<file path="config.mk">
export PLATFORM = sky130hd
export DESIGN_NAME = dmt_tone_ordering_gain_scaler
export DESIGN_NICKNAME = d
export VERILOG_FILES = /design/src/logic/tone_order_pkg.sv /design/src/logic/dmt_tone_ordering_gain_scaler.sv
export SDC_FILE = /design/constraint.sdc
export NUM_CORES = 2
export LEC_CHECK = 0
export ABC_AREA = 1
export BUFFER_PORTS_ARGS = -buffer_cell sky130_fd_sc_hd__buf_2
export CELL_PAD_IN_SITES_DETAIL_PLACEMENT = 1
export CELL_PAD_IN_SITES_GLOBAL_PLACEMENT = 1
export CORE_AREA = 2 2 440 442
export CTS_BUF_LIST = sky130_fd_sc_hd__clkbuf_8
export DETAILED_ROUTE_END_ITERATION = 10
export DIE_AREA = 0 0 442 444
export PLACE_DENSITY = 0.66
export RECOVER_POWER = 50
export SYNTH_ARGS = -nofsm -noshare
export SYNTH_HDL_FRONTEND = slang
export SYNTH_SLANG_ARGS = --single-unit
</file>
<file path="constraint.sdc">
create_clock -name sys_clk -period 3.65 [get_ports sys_clk]
set_clock_uncertainty 0.05 [all_clocks]
set_input_delay 0.73 -clock sys_clk [delete_from_list [all_inputs] [get_ports sys_clk]]
set_output_delay 0.73 -clock sys_clk [all_outputs]
set_load 0.005 [all_outputs]
</file>
<file path="src/logic/tone_order_pkg.sv">
// Shared constants, types and carriers for the tone ordering datapath.
package tone_order_pkg;
  localparam int N_TONES = 16;
  localparam int TONE_W = 4;
  localparam int BITS_W = 4;
  localparam int BUF_W = 128;
  localparam int STREAM_W = 256;
  localparam int PTR_W = 8;
  localparam int LBL_W = 15;
  localparam int GAIN_W = 8;
  localparam int GAIN_FRAC = 7;
  localparam int PT_W = 16;
  localparam int SPT_W = 17;
  localparam int PROD_W = PT_W + GAIN_W + 1;
  localparam int FIFO_DEPTH = 4;
  localparam logic [BITS_W-1:0] BMAX_LO = 4'h8;
  localparam logic [BITS_W-1:0] BMAX_HI = 4'hF;
  localparam logic [GAIN_W-1:0] GAIN_LO = 8'h60;
  localparam logic [GAIN_W-1:0] GAIN_HI = 8'hAA;
  localparam logic [TONE_W-1:0] TONE_LAST = 4'hF;

  // Controller states, Gray coded along idle, order, load.
  typedef enum logic [1:0] {
    ST_IDLE = 2'b00,
    ST_ORDER = 2'b01,
    ST_LOAD = 2'b11
  } state_t;

  // One symbol's worth of framed data from the two buffers.
  typedef struct packed {
    logic [BUF_W-1:0] fast;
    logic [BUF_W-1:0] intl;
    logic [PTR_W-1:0] fast_cnt;
  } sym_t;

  // Bits handed to the constellation encoder for one tone.
  typedef struct packed {
    logic [TONE_W-1:0] tone;
    logic [BITS_W-1:0] nbits;
    logic [LBL_W-1:0] label;
  } lbl_t;

  // Encoded point returned by the constellation encoder.
  typedef struct packed {
    logic [TONE_W-1:0] tone;
    logic signed [PT_W-1:0] x;
    logic signed [PT_W-1:0] y;
  } pt_t;

  // Gain scaled point toward the modulator.
  typedef struct packed {
    logic [TONE_W-1:0] tone;
    logic signed [SPT_W-1:0] x;
    logic signed [SPT_W-1:0] y;
  } spt_t;
endpackage

</file>
<file path="src/logic/dmt_tone_ordering_gain_scaler.sv">
// Tone ordering bit loader, label FIFO and per-tone gain scaler.
`timescale 1ns/100ps

module label_fifo #(
  parameter int WIDTH = 8,
  parameter int DEPTH = 4
) (
  input wire logic sys_clk,
  input wire logic nrst,
  input wire logic in_valid,
  output logic in_ready,
  input wire logic [WIDTH-1:0] in_data,
  output logic out_valid,
  input wire logic out_ready,
  output logic [WIDTH-1:0] out_data
);
  localparam int AW = $clog2(DEPTH);
  localparam logic [AW:0] FULL_CNT = DEPTH[AW:0];
  localparam logic [AW-1:0] LAST_IDX = AW'(DEPTH - 1);

  logic [WIDTH-1:0] mem [DEPTH];
  logic [AW-1:0] wr_idx;
  logic [AW-1:0] rd_idx;
  logic [AW:0] count;
  wire push = in_valid && in_ready;
  wire pop = out_valid && out_ready;

  // Next pointers and occupancy, shared by the bookkeeping and the head.
  wire [AW-1:0] wr_inc = (wr_idx == LAST_IDX) ? '0 : wr_idx + 1'b1;
  wire [AW-1:0] rd_inc = (rd_idx == LAST_IDX) ? '0 : rd_idx + 1'b1;
  wire [AW-1:0] next_rd_idx = pop ? rd_inc : rd_idx;
  wire [AW:0] next_count =
    count + {{AW{1'b0}}, push} - {{AW{1'b0}}, pop};

  // A word written into the slot that becomes the head skips the array,
  // so the registered head never shows a stale word after an empty spell.
  wire head_bypass = push && (next_rd_idx == wr_idx);
  wire [WIDTH-1:0] next_head = head_bypass ? in_data : mem[next_rd_idx];

  // Ready follows the count; valid and data leave from flip-flops.
  assign in_ready = (count != FULL_CNT);

  // Pointer, occupancy and head register bookkeeping.
  always_ff @(posedge sys_clk or negedge nrst) begin
    if (!nrst) begin
      wr_idx <= '0;
      rd_idx <= '0;
      count <= '0;
      out_valid <= 1'b0;
      out_data <= '0;
    end else begin
      if (push) begin
        wr_idx <= wr_inc;
      end
      rd_idx <= next_rd_idx;
      count <= next_count;
      out_valid <= (next_count != '0);
      out_data <= next_head;
    end
  end

  // Storage needs no reset; reads are gated by the count.
  always_ff @(posedge sys_clk) begin
    if (push) begin
      mem[wr_idx] <= in_data;
    end
  end
endmodule

// Operation
// - Multiply each encoded point of a tone by that tone's gain, 0.75 to 1.33.
// - With dual latency, interleaved bits land on the highest SNR tones.
// - Fast bits fill fewest-bit tones first, interleaved bits fill the rest.
// - Each tone carries exactly its bit count; boundary tones mix both buffers.
// - Order table sweeps k from 0 to maximum, ascending tone index per k.
// - Single latency loads tones in frequency order from the original table.
// - Fast bits are taken from the LSB onto the smallest-count tone.
// - Amateur band tones are suppressed unless management enables them.
// - Per-direction bit maximum lies within 8 to 15 and bounds the sweep.
module dmt_tone_ordering_gain_scaler (
  input wire logic sys_clk,
  input wire logic nrst,
  input wire logic sym_valid,
  output logic sym_ready,
  input wire tone_order_pkg::sym_t sym_in,
  input wire logic [tone_order_pkg::N_TONES-1:0][3:0] bit_table,
  input wire logic [3:0] bmax_sel,
  input wire logic dual_latency,
  input wire logic [tone_order_pkg::N_TONES-1:0] ham_band,
  input wire logic [tone_order_pkg::N_TONES-1:0] ham_enable,
  input wire logic [tone_order_pkg::N_TONES-1:0][7:0] gain_table,
  output logic lbl_valid,
  input wire logic lbl_ready,
  output tone_order_pkg::lbl_t lbl_out,
  input wire logic pt_valid,
  input wire tone_order_pkg::pt_t pt_in,
  output logic spt_valid,
  output tone_order_pkg::spt_t spt_out
);
  tone_order_pkg::state_t state;
  tone_order_pkg::state_t next_state;
  logic [tone_order_pkg::STREAM_W-1:0] stream;
  logic [tone_order_pkg::TONE_W-1:0] order_tab [tone_order_pkg::N_TONES];
  logic [tone_order_pkg::TONE_W-1:0] tone_idx;
  logic [tone_order_pkg::TONE_W-1:0] wr_pos;
  logic [tone_order_pkg::BITS_W-1:0] sweep_k;
  logic [tone_order_pkg::PTR_W-1:0] bit_ptr;
  logic single_mode;
  logic [tone_order_pkg::N_TONES-1:0][3:0] eff_bits;

  // The bit maximum is held inside the legal span before it bounds the sweep.
  wire [3:0] bmax_eff = (bmax_sel < tone_order_pkg::BMAX_LO) ?
    tone_order_pkg::BMAX_LO : bmax_sel;

  // Per-tone effective bit counts: masked amateur tones carry nothing.
  genvar gi;
  generate
    for (gi = 0; gi < tone_order_pkg::N_TONES; gi++) begin : g_eff
      wire muted = ham_band[gi] && !ham_enable[gi];
      wire [3:0] capped = (bit_table[gi] > bmax_eff) ?
        bmax_eff : bit_table[gi];
      assign eff_bits[gi] = muted ? 4'h0 : capped;
    end
  endgenerate

  // Fast bits sit at the bottom of the stream, interleaved bits above them.
  wire [tone_order_pkg::BUF_W-1:0] fast_mask =
    ~({tone_order_pkg::BUF_W{1'b1}} << sym_in.fast_cnt);
  wire [tone_order_pkg::STREAM_W-1:0] fast_part =
    {{tone_order_pkg::BUF_W{1'b0}}, sym_in.fast & fast_mask};
  wire [tone_order_pkg::STREAM_W-1:0] intl_part =
    {{tone_order_pkg::BUF_W{1'b0}}, sym_in.intl} << sym_in.fast_cnt;
  wire [tone_order_pkg::STREAM_W-1:0] next_stream = fast_part | intl_part;
  wire sym_take = sym_valid && sym_ready;

  // Sweep decode: ordered mode matches count k, single mode takes every tone.
  wire sweep_hit = single_mode ||
    (eff_bits[tone_idx] == sweep_k);
  wire sweep_last_tone = (tone_idx == tone_order_pkg::TONE_LAST);
  wire sweep_done = sweep_last_tone &&
    (single_mode || (sweep_k == bmax_eff));

  // Load decode: next tone in order and its exact bit count.
  wire fifo_in_ready;
  wire [tone_order_pkg::TONE_W-1:0] load_tone = order_tab[tone_idx];
  wire [3:0] load_bits = eff_bits[load_tone];
  wire [tone_order_pkg::STREAM_W-1:0] shifted = stream >> bit_ptr;
  wire [tone_order_pkg::LBL_W-1:0] lbl_mask =
    ~({tone_order_pkg::LBL_W{1'b1}} << load_bits);
  wire [tone_order_pkg::LBL_W-1:0] lbl_bits =
    shifted[tone_order_pkg::LBL_W-1:0] & lbl_mask;
  wire load_push = (state == tone_order_pkg::ST_LOAD);
  wire load_step = load_push && fifo_in_ready;
  wire load_done = load_step && sweep_last_tone;
  tone_order_pkg::lbl_t push_lbl;

  assign push_lbl.tone = load_tone;
  assign push_lbl.nbits = load_bits;
  assign push_lbl.label = lbl_bits;

  // Next state of the controller.
  always_comb begin
    next_state = state;
    unique case (state)
      tone_order_pkg::ST_IDLE: begin
        if (sym_take) begin
          next_state = tone_order_pkg::ST_ORDER;
        end
      end
      tone_order_pkg::ST_ORDER: begin
        if (sweep_done) begin
          next_state = tone_order_pkg::ST_LOAD;
        end
      end
      tone_order_pkg::ST_LOAD: begin
        if (load_done) begin
          next_state = tone_order_pkg::ST_IDLE;
        end
      end
      default: begin
        next_state = tone_order_pkg::ST_IDLE;
      end
    endcase
  end

  // State register and input handshake.
  always_ff @(posedge sys_clk or negedge nrst) begin
    if (!nrst) begin
      state <= tone_order_pkg::ST_IDLE;
      sym_ready <= 1'b0;
    end else begin
      state <= next_state;
      sym_ready <= (next_state == tone_order_pkg::ST_IDLE);
    end
  end

  // Symbol capture; the mode is frozen for the whole symbol.
  always_ff @(posedge sys_clk or negedge nrst) begin
    if (!nrst) begin
      stream <= '0;
      single_mode <= 1'b0;
    end else if (sym_take) begin
      stream <= next_stream;
      single_mode <= !dual_latency;
    end
  end

  // Tone and bit-count counters of the sweep, reused as load position.
  always_ff @(posedge sys_clk or negedge nrst) begin
    if (!nrst) begin
      tone_idx <= '0;
      sweep_k <= '0;
    end else if (sym_take) begin
      tone_idx <= '0;
      sweep_k <= '0;
    end else if (state == tone_order_pkg::ST_ORDER) begin
      tone_idx <= tone_idx + 1'b1;
      if (sweep_last_tone) begin
        sweep_k <= sweep_k + 1'b1;
      end
    end else if (load_step) begin
      tone_idx <= tone_idx + 1'b1;
    end
  end

  // Appends matching tones to the order table in ascending index.
  always_ff @(posedge sys_clk or negedge nrst) begin
    if (!nrst) begin
      wr_pos <= '0;
    end else if (sym_take) begin
      wr_pos <= '0;
    end else if (state == tone_order_pkg::ST_ORDER && sweep_hit) begin
      wr_pos <= wr_pos + 1'b1;
    end
  end

  // Order table storage; every tone is written once per symbol.
  always_ff @(posedge sys_clk) begin
    if (state == tone_order_pkg::ST_ORDER && sweep_hit) begin
      order_tab[wr_pos] <= tone_idx;
    end
  end

  // Bit pointer walks fast bits first, then interleaved bits.
  always_ff @(posedge sys_clk or negedge nrst) begin
    if (!nrst) begin
      bit_ptr <= '0;
    end else if (sym_take) begin
      bit_ptr <= '0;
    end else if (load_step) begin
      bit_ptr <= bit_ptr + {4'h0, load_bits};
    end
  end

  // Label FIFO toward the encoder; a full FIFO stalls the loader.
  label_fifo #(
    .WIDTH($bits(tone_order_pkg::lbl_t)),
    .DEPTH(tone_order_pkg::FIFO_DEPTH)
  ) u_fifo (
    .sys_clk(sys_clk),
    .nrst(nrst),
    .in_valid(load_push),
    .in_ready(fifo_in_ready),
    .in_data(push_lbl),
    .out_valid(lbl_valid),
    .out_ready(lbl_ready),
    .out_data(lbl_out)
  );

  // Gain lookup, held inside the fine adjustment span.
  wire [7:0] gain_raw = gain_table[pt_in.tone];
  wire [7:0] gain_lo = (gain_raw < tone_order_pkg::GAIN_LO) ?
    tone_order_pkg::GAIN_LO : gain_raw;
  wire [7:0] gain_use = (gain_lo > tone_order_pkg::GAIN_HI) ?
    tone_order_pkg::GAIN_HI : gain_lo;
  wire signed [8:0] gain_s = {1'b0, gain_use};
  wire signed [tone_order_pkg::PROD_W-1:0] prod_x = pt_in.x * gain_s;
  wire signed [tone_order_pkg::PROD_W-1:0] prod_y = pt_in.y * gain_s;
  wire pt_mute = ham_band[pt_in.tone] && !ham_enable[pt_in.tone];
  wire [tone_order_pkg::SPT_W-1:0] sx =
    prod_x[tone_order_pkg::GAIN_FRAC +: tone_order_pkg::SPT_W];
  wire [tone_order_pkg::SPT_W-1:0] sy =
    prod_y[tone_order_pkg::GAIN_FRAC +: tone_order_pkg::SPT_W];

  // Scaled point register; muted tones send a zero point.
  always_ff @(posedge sys_clk or negedge nrst) begin
    if (!nrst) begin
      spt_valid <= 1'b0;
      spt_out <= '0;
    end else begin
      spt_valid <= pt_valid;
      if (pt_valid) begin
        spt_out.tone <= pt_in.tone;
        spt_out.x <= pt_mute ? '0 : sx;
        spt_out.y <= pt_mute ? '0 : sy;
      end
    end
  end
endmodule

</file>
==> flow_summary_export.csv <==
group,metric,value,unit
run_status,status,"complete, but fails checks",
run_status,violations,"max-capacitance violations, max-slew violations, negative setup slack",
sta,finalHoldViolCount,0,
global_routing,grt_pass1_vias,74432,
cts,cts_tree,"built",
yosys,syn_area,57260,um2
die,rows,161,
cells_and_area,nFillCells,24592,
cts,h-tree-depth,3,
sta,slew_violations,267,
global_routing,antenna_found_initial,32,
routing,postRouteAntennaNets,0,
flow_run,drv_cap,8,
worst_setup_path,critPathKind,"input port to register",
yosys,synthArstFlopShare,0.6917,
global_routing,grt_usage,0.3488,
yosys,synthCells,9063,
yosys,yosys.area.top_type,"nand2_1",
cts,numCtsBuffers,99,
routing,viasPerCell,5.546,
place,place.gp.congestion,1.023,
die,coreArea,191600,um2
sta,timing.fmax,174.2,MHz
routing,maxUsedRoutingLayer,"met5",
die,die_width,442,um
yosys,synth_top_area_frac,0.1913,
cts,clock_latency,0.95,ns
pwr,leakagePower,39.02,nW
pwr,power,81.97,mW
yosys,synth-seq-cells,506,
die,pin_count,598,
cts,cts_root_buffer,"clkbuf_8",
cts,clockBufferDepth,3,
global_routing,grt_max_degree,117,
global_routing,grt_pass1_wl,509.3,mm
sta,rsz0062_at_grt,"yes",
place,dp_cells,13058,
worst_setup_path,critPathArrivalTime,6.41,ns
sta,layout_setup_ws,-2.089,ns
worst_setup_path,cp-start-kind,"input port",
die,initial_utilization,0.2989,
routing,wl_met2,165.8,mm
yosys,synth_area_leaders,"nand2_1 (19%), dfrtp_1 (15%), o21ai_0 (11%)",
routing,vias,74495,
yosys,ys_types,65,
cts,path_clk_slew,0.07,ns
routing,dr.pass1.iters,6,
yosys,synth_edf_count,156,
worst_setup_path,cp_slowest_stage_delay,0.49,ns
pwr,ir_drop,0.0007895,V
die,dieArea,196200,um2
yosys,synth_top_flop_cell,"dfrtp_1",
worst_setup_path,crit_required,4.32,ns
cells_and_area,drive_above_1_share,0.2801,
yosys,synth_fp_nets,9948,
yosys,ys_seq_area_frac,0.2348,
routing,wl_per_cell,26.96,um
die,die_h,444,um
sta,setup_viol,186,
worst_setup_path,path_common_cell,"nand2_4",
sta,whs,0.06126,ns
worst_setup_path,end_kind,"register",
routing,drc,0,
place,hpwl,290.3,mm
pwr,powerDensity,1009,nW/um2
routing,drt_iter0_drc,6376,
worst_setup_path,reg2reg_setup_slack,-1.30,ns
sta,tightest_slew,2.414,ns
routing,wl_met1,148.5,mm
cts,cts.sinks,506,
cells_and_area,layout.cells.most_common,"nand2_1",
sta,fin_crit,5.739,ns
worst_setup_path,cp_slowest_cell,"fa_1",
sta,relSlewSlack,-0.6093,
worst_hold_path,hold_path_class,"input port to register",
yosys,ys_warn_count,0,
cells_and_area,final_nets,11692,
routing,wirelength,362.1,mm
global_routing,overflow,0,
sta,fin_crit_sh,1.572,
routing,route.met3.wl,24.23,mm
cells_and_area,final_cells,13431,
cells_and_area,area_growth,41.85,%
yosys,syn_area_per_cell,6.318,um2
worst_setup_path,crit_fanout,8,
place,io_buffers,597,
cells_and_area,layout_common_cells,"nand2_1 (2,781), buf_4 (1,435), o21ai_0 (1,162), inv_1 (678), nor2_1 (636)",
[flip-flops by register name, summed over array words and instances (netlist names)]
register          count
order_tab            64
u_fifo.out_valid      1
single_mode           1
sweep_k               4
u_fifo.out_data      23
tone_idx              4
spt_valid             1
stream              256
bit_ptr               8
sym_ready             1
spt_out              38
wr_pos                4
u_fifo.count          3
u_fifo.mem           92
state                 2
u_fifo.rd_idx         2
u_fifo.wr_idx         2
[metrics by stage]
stage / area, um2 / setup TNS [ns] / setup WS, ns / utilization
after floorplan: 59030 / -68.96 / -2.327 / -
after global placement: 74930 / -233.62 / -2.888 / 0.3912
after detailed placement: 74930 / -263.57 / -3.038 / 0.3912
after CTS: 78980 / -56.06 / -1.814 / 0.4123
after global routing: 81220 / -226.50 / -2.340 / 0.4239
final: 81220 / -181.40 / -2.089 / 0.4240
[kinds of logic after synthesis]
| group | Yosys count | share of synthesized area |
|---|---|---|
| compound gates | 2235 | 0.2242 |
| flops | 506 | 0.2348 |
| buf+inv | 1395 | 0.09462 |
| mux | 210 | 0.03671 |
| xor+xnor | 21 | 0.003212 |
| fa+ha+maj | 351 | 0.1029 |
| simple gates | 4345 | 0.3035 |
[critical path: cells and delay by family]
| kind | cells | cell delay (ns) |
|---|---|---|
| compound gates | 2 | 0.21 |
| fa+ha+maj | 5 | 2.25 |
| buf+inv | 12 | 1.31 |
| simple gates | 20 | 1.92 |
[power by group]
part | switching, mW | leakage, nW | internal, mW | total [mW]
sequential | 2.72 | 5.85 | 8.56 | 11.3
clock | 3.04 | 1.22 | 3.45 | 6.49
combinational | 38.9 | 31.9 | 25.3 | 64.2
total | 44.7 | 39.0 | 37.3 | 82.0
[final cells by class]
class | instances | area, um2 | share of cell area
diodes | 16 | 40.04 | 0.0004929
clock buffers | 119 | 1638 | 0.02016
clock inverters | 64 | 549.3 | 0.006762
inverters | 760 | 3034 | 0.03736
multi-input cells | 7164 | 41810 | 0.5147
flip-flops and latches | 506 | 13460 | 0.1657
well taps | 2526 | 3161 | 0.03891
repair buffers | 2271 | 17490 | 0.2153
repair inverters | 5 | 53.80 | 0.0006624
[synth_stat cells, types with 33 or more instances]
library cell and instances:
o21ai_1 39, a31oi_1 174, ha_1 151, nor2_1 688
buf_1 132, o221ai_1 69, nand2_1 2918, mux2i_1 210
inv_1 725, dfrtp_1 350, nor3_1 35, o21a_1 33
a211oi_1 55, buf_2 86, fa_1 200, o21ai_0 1278
nand3_1 630, a21oi_1 220, clkbuf_1 401, o211ai_1 171
edfxtp_1 156, o22ai_1 92
[path summary, 6_finish.rpt]
check	start	endpoint	depth (start not counted)
setup / recovery	pt_in[32]	spt_out[31]	39
hold / removal	sym_in[146]	stream[10]	3
setup reg to reg	tone_idx[0]	order_tab[11][0]	16
hold reg to reg	spt_out[1]	spt_out[1]	2
max in group asynchronous	nrst	bit_ptr[2]	3
min in group asynchronous	nrst	stream[8]	2
[timing repair]
item                                    4_1_cts  5_1_grt
endpoints found under the setup margin      134      161
hold buffers                                 18        0
setup buffers                                59       73
gates resized for setup                     283      454
pin swaps                                   127      212
cloned                                        9       23
hold endpoints to repair                     73        0
[metal layers]
metal	GRT usage	vias up
li1	-	33858
met3	0.05065	749
met4	0.1876	10
met2	0.5667	2961
met1	0.4464	36917
met5	0	-
No activity file was read; power rests on OpenSTA's default activity.
